$ cat src/hw/lsoc_cfg.svh
// Offsets, field positions, reset values and widths for the lane, sync and over-range block.
// Assumes it is included by bare name from every file that needs a number.
`ifndef LSOC_CFG_SVH
`define LSOC_CFG_SVH

// ****************************************
// Device register port
// ****************************************
`define LSOC_ADDR_W 10
`define LSOC_OFS_EXTRA_LANE_B 10'h20b
`define LSOC_OFS_SYNC_WORD 10'h20f
`define LSOC_OFS_GAIN_CFG 10'h210
`define LSOC_OFS_OVR_THR_I 10'h211
`define LSOC_OFS_OVR_THR_Q 10'h212
`define LSOC_RST_EXTRA_LANE_B 8'h00
`define LSOC_RST_SYNC_WORD 8'h00
`define LSOC_RST_GAIN_CFG 8'h00
`define LSOC_RST_OVR_THR_I 8'hf2
`define LSOC_RST_OVR_THR_Q 8'hab
`define LSOC_BIT_EXTRA_SER 0
`define LSOC_BIT_GAIN_BOOST 0
`define LSOC_PD_LINK_B 1
`define LSOC_SYNC_CRC12 2'h0
`define LSOC_SYNC_FEC 2'h2
`define LSOC_TEST_OFF 4'h0
`define LSOC_TEST_RAMP_ALT 4'h5
`define LSOC_TEST_RAMP 4'h4
`define LSOC_CMD_W 7
`define LSOC_SAMPLE_W 12
`define LSOC_SCALE_SHIFT 3

// ****************************************
// Controller APB registers
// ****************************************
`define LSOC_APB_CTRL 12'h000
`define LSOC_APB_CMD 12'h004
`define LSOC_APB_STATUS 12'h008
`define LSOC_APB_IRQ_STATUS 12'h00c
`define LSOC_APB_IRQ_MASK 12'h010
`define LSOC_CMD_WRITE_BIT 31
`define LSOC_IRQ_DONE 0
`define LSOC_IRQ_REFUSED 1
`define LSOC_IRQ_W 2

`endif

$ cat src/hw/lsoc_pkg.sv
// Types shared by both ends of the lane, sync and over-range configuration link.
// Assumes lsoc_cfg.svh is found on the include path.
`include "lsoc_cfg.svh"
package lsoc_pkg;

	// ****************************************
	// Types
	// ****************************************
	typedef logic [`LSOC_ADDR_W-1:0] lsoc_addr_t;
	typedef logic [7:0] lsoc_byte_t;
	typedef logic signed [`LSOC_SAMPLE_W-1:0] lsoc_sample_t;

	// Controller transfer states.
	typedef enum logic [1:0] {
		LSOC_IDLE = 2'b01,
		LSOC_BUSY = 2'b10
	} lsoc_state_e;

endpackage

$ cat src/hw/lsoc_if.sv
// Register port between the converter's configuration logic and its controller.
// Assumes both ends run on the same clock and reset.
`timescale 1ns/10ps
`include "lsoc_cfg.svh"
interface lsoc_if import lsoc_pkg::*; ();
	// Request from the controller, held until the answer.
	logic req;
	logic write;
	lsoc_addr_t addr;
	lsoc_byte_t wdata;
	// One-cycle answer from the device.
	logic ack;
	lsoc_byte_t rdata;
	// Link enable level owned by the controller.
	logic link_enable;

	modport dev (input req, write, addr, wdata, link_enable, output ack, rdata);
	modport host (output req, write, addr, wdata, link_enable, input ack, rdata);
endinterface

$ cat src/hw/lsoc_device.sv
// Configuration registers for link B extra lanes, sync word, gain boost and over-range.
// Assumes the controller holds each request until the one-cycle answer, on the same clock.
`timescale 1ns/10ps
`include "lsoc_cfg.svh"

// How it works
// - extra lane bits enable lane clocks
// - serializer bit adds serializers for lanes
// - host changes lanes only with link off
// - extra lanes follow mode and pattern
// - extra-only lanes ramp for pattern 0/5
// - channel power-down bit 1 silences link B lanes
// - serializer clocked only if lower lanes on
// - sync field picks CRC-12 or FEC
// - sync choice matters only for 64b/66b
// - command fields always sent as zero
// - host changes sync only with link off
// - gain bit doubles filter output
// - boost applies whenever the gain bit is set
// - I over threshold sets control bit 0
// - threshold is fraction of 256
// - Q over threshold sets control bit 1
module lsoc_device import lsoc_pkg::*; (
	// Clock and reset.
	input wire logic clock,
	input wire logic rst_b,
	// Register port.
	lsoc_if.dev regs,
	// Link settings from the rest of the converter.
	input wire logic [4:0] link_mode_select,
	input wire logic mode_is_64b66b,
	input wire logic [7:0] mode_lane_mask,
	input wire logic [3:0] test_pattern_select,
	input wire logic [1:0] channel_power_down,
	// Down-converter samples.
	input wire logic sample_valid,
	input wire lsoc_sample_t sample_i,
	input wire lsoc_sample_t sample_q,
	// Link B lane controls.
	output logic [7:0] lane_clock_enable,
	output logic [7:0] serializer_enable,
	output logic [7:0] lane_octet_ramp,
	output logic [4:0] lane_mode,
	output logic [3:0] lane_test_pattern,
	// Sync word and command content.
	output logic sync_send_crc12,
	output logic sync_send_fec,
	output logic [`LSOC_CMD_W-1:0] command_field,
	// Output samples with over-range control bits.
	output logic out_valid,
	output lsoc_sample_t out_i,
	output lsoc_sample_t out_q,
	output logic out_ctrl_i,
	output logic out_ctrl_q
);

	// ****************************************
	// Functions
	// ****************************************

	// Marks each lane whose lower lanes are all active.
	function automatic logic [7:0] lower_all_on(input logic [7:0] active);
		logic [7:0] ok;
		ok = 8'h00;
		ok[0] = 1'b1;
		for (int n = 1; n < 8; n++) begin
			ok[n] = ok[n-1] & active[n-1];
		end
		return ok;
	endfunction

	// Doubles a sample and saturates at full scale.
	function automatic lsoc_sample_t double_sat(input lsoc_sample_t x);
		logic signed [`LSOC_SAMPLE_W:0] wide;
		wide = {x, 1'b0};
		if (wide[`LSOC_SAMPLE_W] != wide[`LSOC_SAMPLE_W-1]) begin
			return wide[`LSOC_SAMPLE_W] ? {1'b1, {(`LSOC_SAMPLE_W-1){1'b0}}}
				: {1'b0, {(`LSOC_SAMPLE_W-1){1'b1}}};
		end
		return wide[`LSOC_SAMPLE_W-1:0];
	endfunction

	// ****************************************
	// Registers
	// ****************************************
	lsoc_byte_t extra_lane_enable_link_b;
	lsoc_byte_t sync_word_select;
	lsoc_byte_t downconverter_gain_config;
	lsoc_byte_t overrange_threshold_i;
	lsoc_byte_t overrange_threshold_q;
	logic take;
	logic take_wr;

	// A request is taken once; the answer pulse blocks a second take.
	assign take = regs.req & ~regs.ack;
	assign take_wr = take & regs.write;

	// Register writes, all bits stored as read-write.
	always_ff @(posedge clock or negedge rst_b) begin
		if (!rst_b) begin
			extra_lane_enable_link_b <= `LSOC_RST_EXTRA_LANE_B;
			sync_word_select <= `LSOC_RST_SYNC_WORD;
			downconverter_gain_config <= `LSOC_RST_GAIN_CFG;
			overrange_threshold_i <= `LSOC_RST_OVR_THR_I;
			overrange_threshold_q <= `LSOC_RST_OVR_THR_Q;
		end else if (take_wr) begin
			unique case (regs.addr)
				`LSOC_OFS_EXTRA_LANE_B: extra_lane_enable_link_b <= regs.wdata;
				`LSOC_OFS_SYNC_WORD: sync_word_select <= regs.wdata;
				`LSOC_OFS_GAIN_CFG: downconverter_gain_config <= regs.wdata;
				`LSOC_OFS_OVR_THR_I: overrange_threshold_i <= regs.wdata;
				`LSOC_OFS_OVR_THR_Q: overrange_threshold_q <= regs.wdata;
				default: begin
				end
			endcase
		end
	end

	// Answer pulse and read data; unmapped addresses read as zero.
	always_ff @(posedge clock or negedge rst_b) begin
		if (!rst_b) begin
			regs.ack <= 1'b0;
			regs.rdata <= 8'h00;
		end else begin
			regs.ack <= take;
			if (take) begin
				unique case (regs.addr)
					`LSOC_OFS_EXTRA_LANE_B: regs.rdata <= extra_lane_enable_link_b;
					`LSOC_OFS_SYNC_WORD: regs.rdata <= sync_word_select;
					`LSOC_OFS_GAIN_CFG: regs.rdata <= downconverter_gain_config;
					`LSOC_OFS_OVR_THR_I: regs.rdata <= overrange_threshold_i;
					`LSOC_OFS_OVR_THR_Q: regs.rdata <= overrange_threshold_q;
					default: regs.rdata <= 8'h00;
				endcase
			end
		end
	end

	// ****************************************
	// Lane enables
	// ****************************************
	logic [7:0] extra_lanes;
	logic link_b_up;
	logic [7:0] next_clock_enable;
	logic [7:0] wanted_ser;
	logic [7:0] next_ser_enable;
	logic ramp_pattern;

	// Bit 0 of the field is the serializer bit, so lane B0 comes from the mode only.
	// extra lane clocks
	assign extra_lanes = {extra_lane_enable_link_b[7:1], 1'b0};
	assign link_b_up = regs.link_enable & ~channel_power_down[`LSOC_PD_LINK_B];
	assign next_clock_enable = (mode_lane_mask | extra_lanes) & {8{link_b_up}};
	assign wanted_ser = mode_lane_mask
		| (extra_lanes & {8{extra_lane_enable_link_b[`LSOC_BIT_EXTRA_SER]}});
	assign next_ser_enable = wanted_ser & next_clock_enable & lower_all_on(next_clock_enable);
	// ramp for pattern 0 or 5
	assign ramp_pattern = (test_pattern_select == `LSOC_TEST_OFF)
		| (test_pattern_select == `LSOC_TEST_RAMP_ALT);

	// Lane controls, registered so the lane logic sees clean levels.
	always_ff @(posedge clock or negedge rst_b) begin
		if (!rst_b) begin
			lane_clock_enable <= 8'h00;
			serializer_enable <= 8'h00;
			lane_octet_ramp <= 8'h00;
			lane_mode <= 5'h00;
			lane_test_pattern <= 4'h0;
		end else begin
			lane_clock_enable <= next_clock_enable;
			serializer_enable <= next_ser_enable;
			lane_octet_ramp <= next_clock_enable & extra_lanes & ~mode_lane_mask
				& {8{ramp_pattern}};
			lane_mode <= link_mode_select;
			lane_test_pattern <= test_pattern_select;
		end
	end

	// ****************************************
	// Sync word and command content
	// ****************************************

	// Reserved codes send neither; 8b/10b modes ignore the field.
	always_ff @(posedge clock or negedge rst_b) begin
		if (!rst_b) begin
			sync_send_crc12 <= 1'b0;
			sync_send_fec <= 1'b0;
			command_field <= '0;
		end else begin
			sync_send_crc12 <= mode_is_64b66b & (sync_word_select[1:0] == `LSOC_SYNC_CRC12);
			sync_send_fec <= mode_is_64b66b & (sync_word_select[1:0] == `LSOC_SYNC_FEC);
			command_field <= '0;
		end
	end

	// ****************************************
	// Gain and over-range
	// ****************************************
	lsoc_sample_t gained_i;
	lsoc_sample_t gained_q;
	logic over_i;
	logic over_q;

	assign gained_i = downconverter_gain_config[`LSOC_BIT_GAIN_BOOST] ? double_sat(sample_i)
		: sample_i;
	assign gained_q = downconverter_gain_config[`LSOC_BIT_GAIN_BOOST] ? double_sat(sample_q)
		: sample_q;

	// Comparator for the I component.
	lsoc_ovr_cmp cmp_i (
		.sample(gained_i),
		.threshold(overrange_threshold_i),
		.over(over_i)
	);

	// Comparator for the Q component.
	lsoc_ovr_cmp cmp_q (
		.sample(gained_q),
		.threshold(overrange_threshold_q),
		.over(over_q)
	);

	// Output samples carry their control bits in the same cycle.
	always_ff @(posedge clock or negedge rst_b) begin
		if (!rst_b) begin
			out_valid <= 1'b0;
			out_i <= '0;
			out_q <= '0;
			out_ctrl_i <= 1'b0;
			out_ctrl_q <= 1'b0;
		end else begin
			out_valid <= sample_valid;
			if (sample_valid) begin
				out_i <= gained_i;
				out_q <= gained_q;
				out_ctrl_i <= over_i;
				out_ctrl_q <= over_q;
			end
		end
	end

endmodule

$ cat src/hw/lsoc_ovr_cmp.sv
// Over-range comparator for one down-converter output component.
// Assumes a signed full-scale sample and an 8-bit threshold of full scale over 256.
`timescale 1ns/10ps
`include "lsoc_cfg.svh"
module lsoc_ovr_cmp import lsoc_pkg::*; (
	// Sample and threshold.
	input wire lsoc_sample_t sample,
	input wire lsoc_byte_t threshold,
	// Comparison result.
	output logic over
);

	logic [`LSOC_SAMPLE_W-1:0] magnitude;
	logic [`LSOC_SAMPLE_W-`LSOC_SCALE_SHIFT-1:0] scaled;
	lsoc_byte_t level;

	always_comb begin
		magnitude = sample[`LSOC_SAMPLE_W-1] ? (`LSOC_SAMPLE_W)'(-sample) : sample;
		scaled = magnitude[`LSOC_SAMPLE_W-1:`LSOC_SCALE_SHIFT];
		// The most negative code scales to 256, which saturates to the top level.
		level = scaled[`LSOC_SAMPLE_W-`LSOC_SCALE_SHIFT-1] ? 8'hff : scaled[7:0];
		over = (level >= threshold);
	end

endmodule

$ cat src/flat_wrapper.sv
// flat-port wrapper written by rule: the top's interface ports become plain ports
module lsoc_device_flat import lsoc_pkg::*;
  (clock, rst_b, link_mode_select, mode_is_64b66b, mode_lane_mask, test_pattern_select, channel_power_down, sample_valid, sample_i, sample_q, lane_clock_enable, serializer_enable, lane_octet_ramp, lane_mode, lane_test_pattern, sync_send_crc12, sync_send_fec, command_field, out_valid, out_i, out_q, out_ctrl_i, out_ctrl_q, regs_req, regs_write, regs_addr, regs_wdata, regs_link_enable, regs_ack, regs_rdata);
  lsoc_if regs_i ();
  input wire logic clock;
  input wire logic rst_b;
  input wire logic [4:0] link_mode_select;
  input wire logic mode_is_64b66b;
  input wire logic [7:0] mode_lane_mask;
  input wire logic [3:0] test_pattern_select;
  input wire logic [1:0] channel_power_down;
  input wire logic sample_valid;
  input wire lsoc_sample_t sample_i;
  input wire lsoc_sample_t sample_q;
  output logic [7:0] lane_clock_enable;
  output logic [7:0] serializer_enable;
  output logic [7:0] lane_octet_ramp;
  output logic [4:0] lane_mode;
  output logic [3:0] lane_test_pattern;
  output logic sync_send_crc12;
  output logic sync_send_fec;
  output logic [`LSOC_CMD_W-1:0] command_field;
  output logic out_valid;
  output lsoc_sample_t out_i;
  output lsoc_sample_t out_q;
  output logic out_ctrl_i;
  output logic out_ctrl_q;
  input wire logic [$bits(regs_i.req)-1:0] regs_req;
  input wire logic [$bits(regs_i.write)-1:0] regs_write;
  input wire logic [$bits(regs_i.addr)-1:0] regs_addr;
  input wire logic [$bits(regs_i.wdata)-1:0] regs_wdata;
  input wire logic [$bits(regs_i.link_enable)-1:0] regs_link_enable;
  output wire logic [$bits(regs_i.ack)-1:0] regs_ack;
  output wire logic [$bits(regs_i.rdata)-1:0] regs_rdata;
  assign regs_i.req = regs_req;
  assign regs_i.write = regs_write;
  assign regs_i.addr = regs_addr;
  assign regs_i.wdata = regs_wdata;
  assign regs_i.link_enable = regs_link_enable;
  assign regs_ack = regs_i.ack;
  assign regs_rdata = regs_i.rdata;
  lsoc_device u_core (.clock(clock), .rst_b(rst_b), .regs(regs_i), .link_mode_select(link_mode_select), .mode_is_64b66b(mode_is_64b66b), .mode_lane_mask(mode_lane_mask), .test_pattern_select(test_pattern_select), .channel_power_down(channel_power_down), .sample_valid(sample_valid), .sample_i(sample_i), .sample_q(sample_q), .lane_clock_enable(lane_clock_enable), .serializer_enable(serializer_enable), .lane_octet_ramp(lane_octet_ramp), .lane_mode(lane_mode), .lane_test_pattern(lane_test_pattern), .sync_send_crc12(sync_send_crc12), .sync_send_fec(sync_send_fec), .command_field(command_field), .out_valid(out_valid), .out_i(out_i), .out_q(out_q), .out_ctrl_i(out_ctrl_i), .out_ctrl_q(out_ctrl_q));
endmodule
$ cat config.mk
export PLATFORM = sky130hd
export DESIGN_NAME = lsoc_device_flat
export DESIGN_NICKNAME = d
export VERILOG_FILES = /design/src/hw/lsoc_pkg.sv /design/src/hw/lsoc_if.sv /design/src/hw/lsoc_device.sv /design/src/hw/lsoc_ovr_cmp.sv /design/src/flat_wrapper.sv
export VERILOG_INCLUDE_DIRS = /design/src /design/src/hw
export SDC_FILE = /design/constraint.sdc
export NUM_CORES = 1
export LEC_CHECK = 0
export BUFFER_PORTS_ARGS = -buffer_cell sky130_fd_sc_hd__clkbuf_2
export CORE_AREA = 5 5 110 112
export DETAILED_ROUTE_END_ITERATION = 10
export DIE_AREA = 0 0 115 117
export HOLD_SLACK_MARGIN = 0.02
export PLACE_DENSITY = 0.81
export SETUP_SLACK_MARGIN = 0.4
export SLEW_MARGIN = 15
export SYNTH_ARGS = -nofsm -noshare
export SYNTH_HDL_FRONTEND = slang
export SYNTH_SLANG_ARGS = --single-unit
export TNS_END_PERCENT = 30
$ cat constraint.sdc
create_clock -name clock -period 3.3 [get_ports clock]
set_clock_uncertainty 0.05 [all_clocks]
set_input_delay 0.33 -clock clock [delete_from_list [all_inputs] [get_ports clock]]
set_output_delay 0.33 -clock clock [all_outputs]
set_load 0.03 [all_outputs]
==> results of run 1 <==
[layout make-up]
class / count / area share
multi-input cells: 386 / 0.415
flip-flops and latches: 109 / 0.373
repair buffers: 165 / 0.130
clock buffers: 9 / 0.0307
well taps: 143 / 0.0244
inverters: 27 / 0.0145
clock inverters: 7 / 0.0118
[critical path, cell delays in order (launching register included)]
cell and delay [ns]:
dfrtp_2 0.48, buf_4 0.15, mux2_2 0.34, o22ai_2 0.15, or4b_4 0.51, or3_1 0.32
a21boi_1 0.14, ha_1 0.24, a21oi_1 0.13, nor2b_1 0.06, o21ai_1 0.13, a21oi_1 0.09
[metal layers]
metal / GRT usage / up-vias / share of wire
li1: - / 2250 / -
met1: 0.279 / 2341 / 0.42
met2: 0.385 / 172 / 0.50
met3: 0.0432 / 18 / 0.072
met4: 0.0626 / 0 / 0.013
met5: 0 / - / 0
[sequential cells by signal (all words and copies together) (netlist names), 4 cells and up]
signal                            flops
u_core.lane_test_pattern              4
u_core.lane_octet_ramp                7
u_core.out_q                         12
u_core.overrange_threshold_q          8
u_core.sync_word_select               8
u_core.downconverter_gain_config      8
u_core.extra_lane_enable_link_b       8
u_core.serializer_enable              8
u_core.out_i                         12
u_core.lane_clock_enable              7
u_core.lane_mode                      5
u_core.regs.rdata                     8
u_core.overrange_threshold_i          8
[cell families after synthesis]
| family | after synthesis | synth area share |
|---|---|---|
| AOI/OAI and AO/OA | 102 | 0.112 |
| xor gates and xnor gates | 7 | 0.0106 |
| adders and majority gates | 18 | 0.0389 |
| buffers and inverters | 62 | 0.0519 |
| DFF | 109 | 0.473 |
| muxes | 72 | 0.139 |
| other | 1 | 0.000648 |
| and+or+nand+nor | 179 | 0.174 |
[metrics by stage]
stage | worst slack (ns) | power, mW | cell area [um^2] | instances | utilization
after floorplan | 0.386 | 1.80 | 5930 | 557 | -
after global placement | 0.119 | 1.97 | 6690 | 816 | 0.601
after detailed placement | 0.00935 | 1.99 | 6690 | 816 | 0.601
after CTS | 0.394 | 3.12 | 7100 | 837 | 0.638
after global routing | 0.260 | 3.26 | 7350 | 846 | 0.660
final | 0.410 | 3.12 | 7350 | 846 | 0.660
[report_power, final]
part / switching [mW] / total (mW) / internal, mW
clock: 0.513 / 1.12 / 0.606
sequential: 0.0314 / 1.43 / 1.39
combinational: 0.375 / 0.578 / 0.203
[repair_timing]
action / in CTS / in global routing
setup buffers: 1 / 8
setup endpoints to repair: 2 / 2
hold buffers: 4 / 0
hold endpoints to repair: 4 / 0
gates resized for setup: 12 / 30
pin swaps: 1 / 10
cloned: 0 / 1
[worst max path at each step]
stage / cells past startpoint / endpoint
2_1_floorplan: 15 / u_core.out_ctrl_i
3_3_place_gp: 14 / u_core.out_ctrl_q
3_5_place_dp: 14 / u_core.out_ctrl_q
4_1_cts: 12 / u_core.out_ctrl_i
5_1_grt: 12 / u_core.out_ctrl_q
6_report: 11 / u_core.out_ctrl_q
[layout by cell type (no fill, tap or decap), drive strengths merged, types with 5 or more instances in the layout]
master,n
a21oi,31
a222oi,5
a31oi,16
buf,25
clkbuf,145
conb,8
dfrtp,99
dfstp,10
ha,18
inv,30
mux2,66
mux2i,6
nand2,38
nand2b,5
nand3,9
nor2,61
nor2b,6
nor3,13
nor3b,10
nor4,5
o21ai,20
==> flow_summary.yaml, run 1 <==
floorplanning:
  core_um2: 11100
  die_area_um2: 13500
  fp.dieW_um: 115
  io_pins: 146
  start_util: 0.520
  dieHeight_um: 117
  placementRows: 39
synth:
  synth_cells: 550
  ys_top_cells_by_area: "dfrtp_1 43%, mux2_2 13%, dfstp_2 4.5%"
  avgSynthCellArea_um2: 10.5
  synth_seq_cells: 109
  yosysMostFrequentCell: "dfrtp_1"
  yosysWarnings: 0
  synth_top_area_frac: 0.428
  async_flop_share: 1.00
  synth_common_cells: "99 x dfrtp_1, 66 x mux2_2, 61 x nor2_1, 36 x nand2_1, 31 x a21oi_1"
  synth_largest_area_cell: "dfrtp_1"
  synth_area_um2: 5790
  netlist-cell-type-count: 70
  ys_dominant_reg_cell: "dfrtp_1"
  seq_area_frac_synth: 0.473
  synth_edf_count: 0
sta:
  fin_crit_ns: 2.89
  tightest_slew_ns: 0.909
  finalCritPeriodShare: 0.876
  fmaxAchievable_mhz: 346
  slew_headroom: 0.394
  rsz0062_at_grt: "true"
  tns_ns: 0
  setup_viol: 0
  hold_violations: 0
  maxSlewViolCount: 0
  fin_hold_ws_ns: 0.0372
critical_path:
  ff2ff_path_depth: 11
  r2r_start: "u_core.downconverter_gain_config[0]"
  critical_path.startpoint: "u_core.downconverter_gain_config[0]"
  critPathMaxFanout: 6
  crit_required_ns: 3.48
  r2r-end: "u_core.out_ctrl_q"
  criticalPathCategory: "flip-flop to flip-flop"
  critPathArrivalTime_ns: 3.07
  worst-r2r-setup-slack_ns: 0.41
  startpoint_type: "flip-flop"
  cp-end-kind: "flip-flop"
clock_tree:
  cts_tree: "done"
  clkTransAtPathRegs_ns: 0.08
  clock-sinks: 109
  htreeDepth: 3
  cts_inserted_buffers: 9
  root_buffer: "clkbuf_16"
  cts_buffer_depth: 2
  insertion_delay_ns: 0.35
placement:
  place_congestion: 0.876
  post-dp-hpwl_um: 10700
  io_buffers: 136
power:
  power_leakage_nw: 3.53
  p_per_area_nw_per_um2: 425
  peakVddDrop_mv: 0.282
hold_path:
  holdPathStages: 1
  hold_end: "u_core.lane_mode[1]"
  hold_path.startpoint: "link_mode_select[1]"
  hold_class: "input pin to flip-flop"
cells_and_area:
  multiInputGateArea_um2: 3050
  final_nets: 784
  regArea_um2: 2740
  drive_gt1_frac: 0.432
  area_delta_synth_final_pct: 26.9
  fill_cells: 868
  n_antenna_cell: 0
route:
  viasPerCell: 5.65
  drc: 0
  wl_um: 14900
  wl_per_cell_um: 17.6
  drt_iter0_drc: 289
  antenna_left: 0
  vias: 4781
  dr.pass1.iters: 6
job:
  drv_cap: 0
run_status:
  outcome: "complete, no violations"
global_route:
  grt_pass1_vias: 4769
  grt.total_usage: 0.220
  grt_pass1_wl_um: 23500
  antenna_found_initial: 0
  grt_max_degree: 76
  grt_overflow: 0
No activity file was read; power rests on OpenSTA's default activity.
==> inputs of run 2 (changes only) <==
--- a/config.mk
+++ b/config.mk
@@ -7,11 +7,11 @@
 export NUM_CORES = 1
 export LEC_CHECK = 0
 export BUFFER_PORTS_ARGS = -buffer_cell sky130_fd_sc_hd__clkbuf_2
-export CORE_AREA = 5 5 110 112
+export CORE_AREA = 5 5 135 137
 export DETAILED_ROUTE_END_ITERATION = 10
-export DIE_AREA = 0 0 115 117
+export DIE_AREA = 0 0 140 142
 export HOLD_SLACK_MARGIN = 0.02
-export PLACE_DENSITY = 0.81
+export PLACE_DENSITY = 0.57
 export SETUP_SLACK_MARGIN = 0.4
 export SLEW_MARGIN = 15
 export SYNTH_ARGS = -nofsm -noshare
==> run 2 against run 1 <==
Against the previous run: critical path type unchanged; sequential share of layout area shrank 0.40 points; highest routed layer unchanged; critical endpoint unchanged; sequential power barely moved; via count down 1.2%; register-to-register slack lost 0.04 ns.
==> flow_summary.yaml, run 2 (same netlist as run 1, synthesis figures left out) <==
clock_tree:
  clkTransAtPathRegs_ns: 0.07
  cts_inserted_buffers: 9
  htreeDepth: 3
  clock-sinks: 109
  insertion_delay_ns: 0.35
  cts_tree: "done"
  root_buffer: "clkbuf_16"
  cts_buffer_depth: 2
placement:
  place_congestion: 0.822
  io_buffers: 136
  post-dp-hpwl_um: 11600
global_route:
  grt_overflow: 0
  grt_pass1_vias: 4910
  antenna_found_initial: 0
  grt_max_degree: 45
  grt.total_usage: 0.157
  grt_pass1_wl_um: 25200
sta:
  setup_viol: 0
  rsz0062_at_grt: "true"
  fin_hold_ws_ns: 0.0344
  maxSlewViolCount: 0
  hold_violations: 0
  finalCritPeriodShare: 0.888
  tightest_slew_ns: 0.827
  fin_crit_ns: 2.93
  tns_ns: 0
  fmaxAchievable_mhz: 341
  slew_headroom: 0.449
route:
  antenna_left: 0
  wl_met3_um: 1090
  wl_per_cell_um: 16.5
  wl_um: 15400
  viasPerCell: 5.06
  vias: 4723
  drc: 0
  met2_length_um: 7020
  routed.top_layer: "met4"
  drt_iter0_drc: 210
  dr.pass1.iters: 5
  wl_met1_um: 7130
power:
  p_per_area_nw_per_um2: 423
  peakVddDrop_mv: 0.243
  power_leakage_nw: 3.54
critical_path:
  crit_required_ns: 3.48
  critPathArrivalTime_ns: 3.11
  criticalPathCategory: "flip-flop to flip-flop"
  cp-end-kind: "flip-flop"
  critPathMaxFanout: 6
  worst-r2r-setup-slack_ns: 0.37
  startpoint_type: "flip-flop"
floorplanning:
  die_area_um2: 19900
  dieHeight_um: 142
  start_util: 0.342
  placementRows: 48
  core_um2: 16900
  io_pins: 146
  fp.dieW_um: 140
cells_and_area:
  area_delta_synth_final_pct: 28.3
  final_common_cell: "clkbuf_2"
  fill_cells: 1660
  reg_top3: "u_core.out_i (12), u_core.out_q (12)"
  final_util: 0.438
  final_nets: 790
  drive_gt1_frac: 0.429
  n_antenna_cell: 0
  layout_common_cells: "135 x clkbuf_2, 98 x dfrtp_1, 66 x mux2_2"
hold_path:
  hold_class: "input pin to flip-flop"
run_status:
  outcome: "complete, no violations"
job:
  drv_cap: 0
-- run 2: cell types whose count changed in the layout (fill, tap and decap cells not counted), moves of 2 or more --
cell,before,now
buf_4,22,28
a31oi_4,3,1
nor3_1,3,5
or2_4,3,1
-- run 2: worst max-delay path, stage by stage, from the launching register on --
cell and delay, ns:
dfrtp_2 0.51, buf_6 0.13, mux2_2 0.33, o22ai_2 0.14, or4b_4 0.49, or3_1 0.32
a21boi_1 0.16, ha_1 0.26, a21oi_2 0.12, nor2b_1 0.05, o21ai_1 0.15, a21oi_1 0.09
-- run 2: final cells by class --
cell class              count  area, um^2  area share
repair buffers            171         987       0.133
flip-flops and latches    109        2740       0.369
inverters                  27         106      0.0143
well taps                 225         282      0.0379
multi-input cells         386        3000       0.404
clock buffers               9         225      0.0303
clock inverters             7        86.3      0.0116
-- run 2: metrics by stage --
step | setup WS (ns) | area (um^2) | cells | total power, mW
CTS | 0.390 | 7280 | 929 | 3.17
detailed placement | 0.00876 | 6820 | 904 | 2.00
floorplan | 0.386 | 5930 | 557 | 1.80
global route | 0.167 | 7430 | 934 | 3.30
finish | 0.370 | 7430 | 934 | 3.14
global placement | 0.0863 | 6820 | 904 | 1.99
-- run 2: per-layer routing --
layer / vias to the layer above / GRT usage
li1: 2259 / -
met1: 2265 / 0.214
met2: 183 / 0.249
met3: 16 / 0.0470
met4: 0 / 0.0393
met5: - / 0
-- run 2: path summary, 6_finish.rpt --
kind                                                to                                start  cells past startpoint
hold reg to reg                 u_core.sync_send_crc12           u_core.sync_word_select[1]                      1
setup / recovery                     u_core.out_ctrl_q  u_core.downconverter_gain_config[0]                     11
max in group asynchronous    u_core.lane_octet_ramp[2]                                rst_b                      3
setup reg to reg                     u_core.out_ctrl_q  u_core.downconverter_gain_config[0]                     11
hold / removal                     u_core.lane_mode[2]                  link_mode_select[2]                      1
min in group asynchronous  u_core.lane_clock_enable[6]                                rst_b                      2
-- run 2: report_power, final --
part / switching [mW] / internal (mW)
registers: 0.0299 / 1.39
clock network: 0.542 / 0.610
logic: 0.370 / 0.195
-- run 2: repair_timing --
item	CTS	global route
hold endpoints to repair	36	1
setup endpoints to repair	2	2
hold buffers	4	1
resized for setup	14	19
pin swaps	0	8
buffers inserted	5	4
==> inputs of run 3 (changes only) <==
--- a/config.mk
+++ b/config.mk
@@ -7,11 +7,11 @@
 export NUM_CORES = 1
 export LEC_CHECK = 0
 export BUFFER_PORTS_ARGS = -buffer_cell sky130_fd_sc_hd__clkbuf_2
-export CORE_AREA = 5 5 135 137
+export CORE_AREA = 5 5 114 116
 export DETAILED_ROUTE_END_ITERATION = 10
-export DIE_AREA = 0 0 140 142
+export DIE_AREA = 0 0 119 121
 export HOLD_SLACK_MARGIN = 0.02
-export PLACE_DENSITY = 0.57
+export PLACE_DENSITY = 0.76
 export SETUP_SLACK_MARGIN = 0.4
 export SLEW_MARGIN = 15
 export SYNTH_ARGS = -nofsm -noshare
==> run 3 against run 2 <==
Against the previous run: clock-buffer cell count unchanged; total power up 0.13%; sequential cell count unchanged; die area down 28%; critical path depth up 1; register-to-register slack worse by 0.04 ns; sequential power about the same; via count up 1.6%; clock power about the same; cell count down 9.2%; routed wire length down 5.3%; hold slack better by 0.015 ns; critical endpoint unchanged.
==> flow_summary.yaml, run 3 (same netlist as run 1, synthesis figures left out) <==
hold_path:
  hold_end: "u_core.lane_test_pattern[1]"
  hold_class: "input pin to flip-flop"
  hold_path.startpoint: "test_pattern_select[1]"
  holdPathStages: 1
sta:
  slew_headroom: 0.465
  tns_ns: 0
  setup_viol: 0
  maxSlewViolCount: 0
  fmaxAchievable_mhz: 337
  finalCritPeriodShare: 0.899
  hold_violations: 0
  rsz0062_at_grt: "true"
  tightest_slew_ns: 0.803
  fin_crit_ns: 2.97
global_route:
  grt.total_usage: 0.204
  met1_usage: 0.261
  grt_max_degree: 54
  grt_use_met2: 0.339
  grt_pass1_vias: 4915
  grt-busiest-layer: "met2"
  grt_pass1_wl_um: 23800
  antenna_found_initial: 0
  grt_overflow: 0
  grt_use_met3: 0.0443
cells_and_area:
  reg_top3: "u_core.out_i (12), u_core.out_q (12)"
  multiInputGateArea_um2: 3030
  area_delta_synth_final_pct: 26.3
  fill_cells: 941
  final_common_cell: "clkbuf_2"
  regArea_um2: 2740
  n_antenna_cell: 0
  layout_common_cells: "135 x clkbuf_2, 98 x dfrtp_1, 66 x mux2_2"
  drive_gt1_frac: 0.428
  final_nets: 782
power:
  power_leakage_nw: 3.50
  p_per_area_nw_per_um2: 430
  peakVddDrop_mv: 0.258
  power_mw: 3.15
route:
  antenna_left: 0
  vias: 4798
  dr.pass1.iters: 7
  drc: 0
  drt_iter0_drc: 335
  wl_per_cell_um: 17.2
  wl_um: 14600
  viasPerCell: 5.66
floorplanning:
  dieHeight_um: 121
  fp.dieW_um: 119
  core_um2: 11800
  placementRows: 40
  io_pins: 146
  die_area_um2: 14400
  start_util: 0.490
critical_path:
  slowest_stage: "dfrtp_4"
  ff2ff_path_depth: 12
  critPathMaxFanout: 7
  critPathArrivalTime_ns: 3.17
  crit_chain: "buf_6 > buf_4 > nor4bb_2 > nor3_2 > or4b_4 > or3_1 > a21boi_1 > ha_1 > a21oi_1 > nor2b_1 > o21ai_1 > a21oi_1"
  r2r-end: "u_core.out_ctrl_q"
  criticalPathCategory: "flip-flop to flip-flop"
  startpoint_type: "flip-flop"
  crit_required_ns: 3.50
  worst-r2r-setup-slack_ns: 0.33
  cp_slowest_stage_delay_ns: 0.51
  r2r_start: "u_core.downconverter_gain_config[0]"
  critical_path.startpoint: "u_core.downconverter_gain_config[0]"
  cpMostUsedCell: "a21oi_1"
  cp-end-kind: "flip-flop"
clock_tree:
  insertion_delay_ns: 0.36
  htreeDepth: 3
  cts_tree: "done"
  cts_buffer_depth: 2
  clock-sinks: 109
  clkTransAtPathRegs_ns: 0.08
  cts_inserted_buffers: 9
  root_buffer: "clkbuf_16"
run_status:
  outcome: "complete, no violations"
placement:
  post-dp-hpwl_um: 10700
  io_buffers: 136
  place_congestion: 0.870
job:
  drv_cap: 0
-- run 3: changes by cell type in the layout (fill, tap and decap cells not counted), sizes merged --
| cell | delta |
|---|---|
| inv | -1 |
| dlygate4sd3 | +1 |
| buf | -9 |
| clkinv | +1 |
-- run 3: worst max path at each step --
stage | end | slack (ns) | depth (start not counted)
after detailed placement | u_core.out_ctrl_q | 0.04 | 14
after global routing | u_core.out_ctrl_q | 0.26 | 11
after global placement | u_core.out_ctrl_i | 0.14 | 13
after CTS | u_core.out_ctrl_i | 0.39 | 12
after floorplan | u_core.out_ctrl_i | 0.39 | 15
final | u_core.out_ctrl_q | 0.33 | 12
-- run 3: critical path: cells and delay by family (launching register included) --
family / cells / cell delay (ns)
and+or+nand+nor: 5 / 1.27
DFF: 1 / 0.51
buffers and inverters: 2 / 0.27
adders and majority gates: 1 / 0.25
AOI/OAI and AO/OA: 4 / 0.50
-- run 3: metrics by stage --
step                hold WS, ns  worst slack, ns  instance area [um^2]   util  instances
finish                   0.0494            0.332                  7310  0.619        848
global route             0.0373            0.260                  7310  0.619        848
CTS                      0.0203            0.394                  7150  0.606        843
detailed placement        0.355           0.0372                  6670  0.565        819
global placement          0.343            0.141                  6670  0.565        819
floorplan               -0.0156            0.386                  5930      -        557
-- run 3: power by group --
part	switching (mW)	total, mW	internal [mW]	leakage (nW)
Clock	0.538	1.15	0.615	0.159
Sequential	0.0302	1.42	1.39	1.36
Combinational	0.371	0.567	0.196	1.98
Total	0.940	3.15	2.21	3.50
-- run 3: area by class of cell --
cell class                 count  share of cell area
multi-input combinational    386               0.415
sequential                   109               0.375
timing repair buffer         163               0.126
clock buffer                   9              0.0308
tap                          147              0.0251
inverter                      27              0.0145
clock inverter                 7              0.0133
-- run 3: timing repair --
item,CTS,global route
resized for setup,21,20
endpoints found under the setup margin,2,2
hold endpoints to repair,50,3
hold buffers,3,3
pin swaps,6,15
setup buffers,5,2
-- run 3: per-layer routing --
layer  routed length [um]  share of wire
met1                 6290           0.43
met2                 7130           0.49
met3                  968          0.066
met4                  231          0.016
met5                    0              0
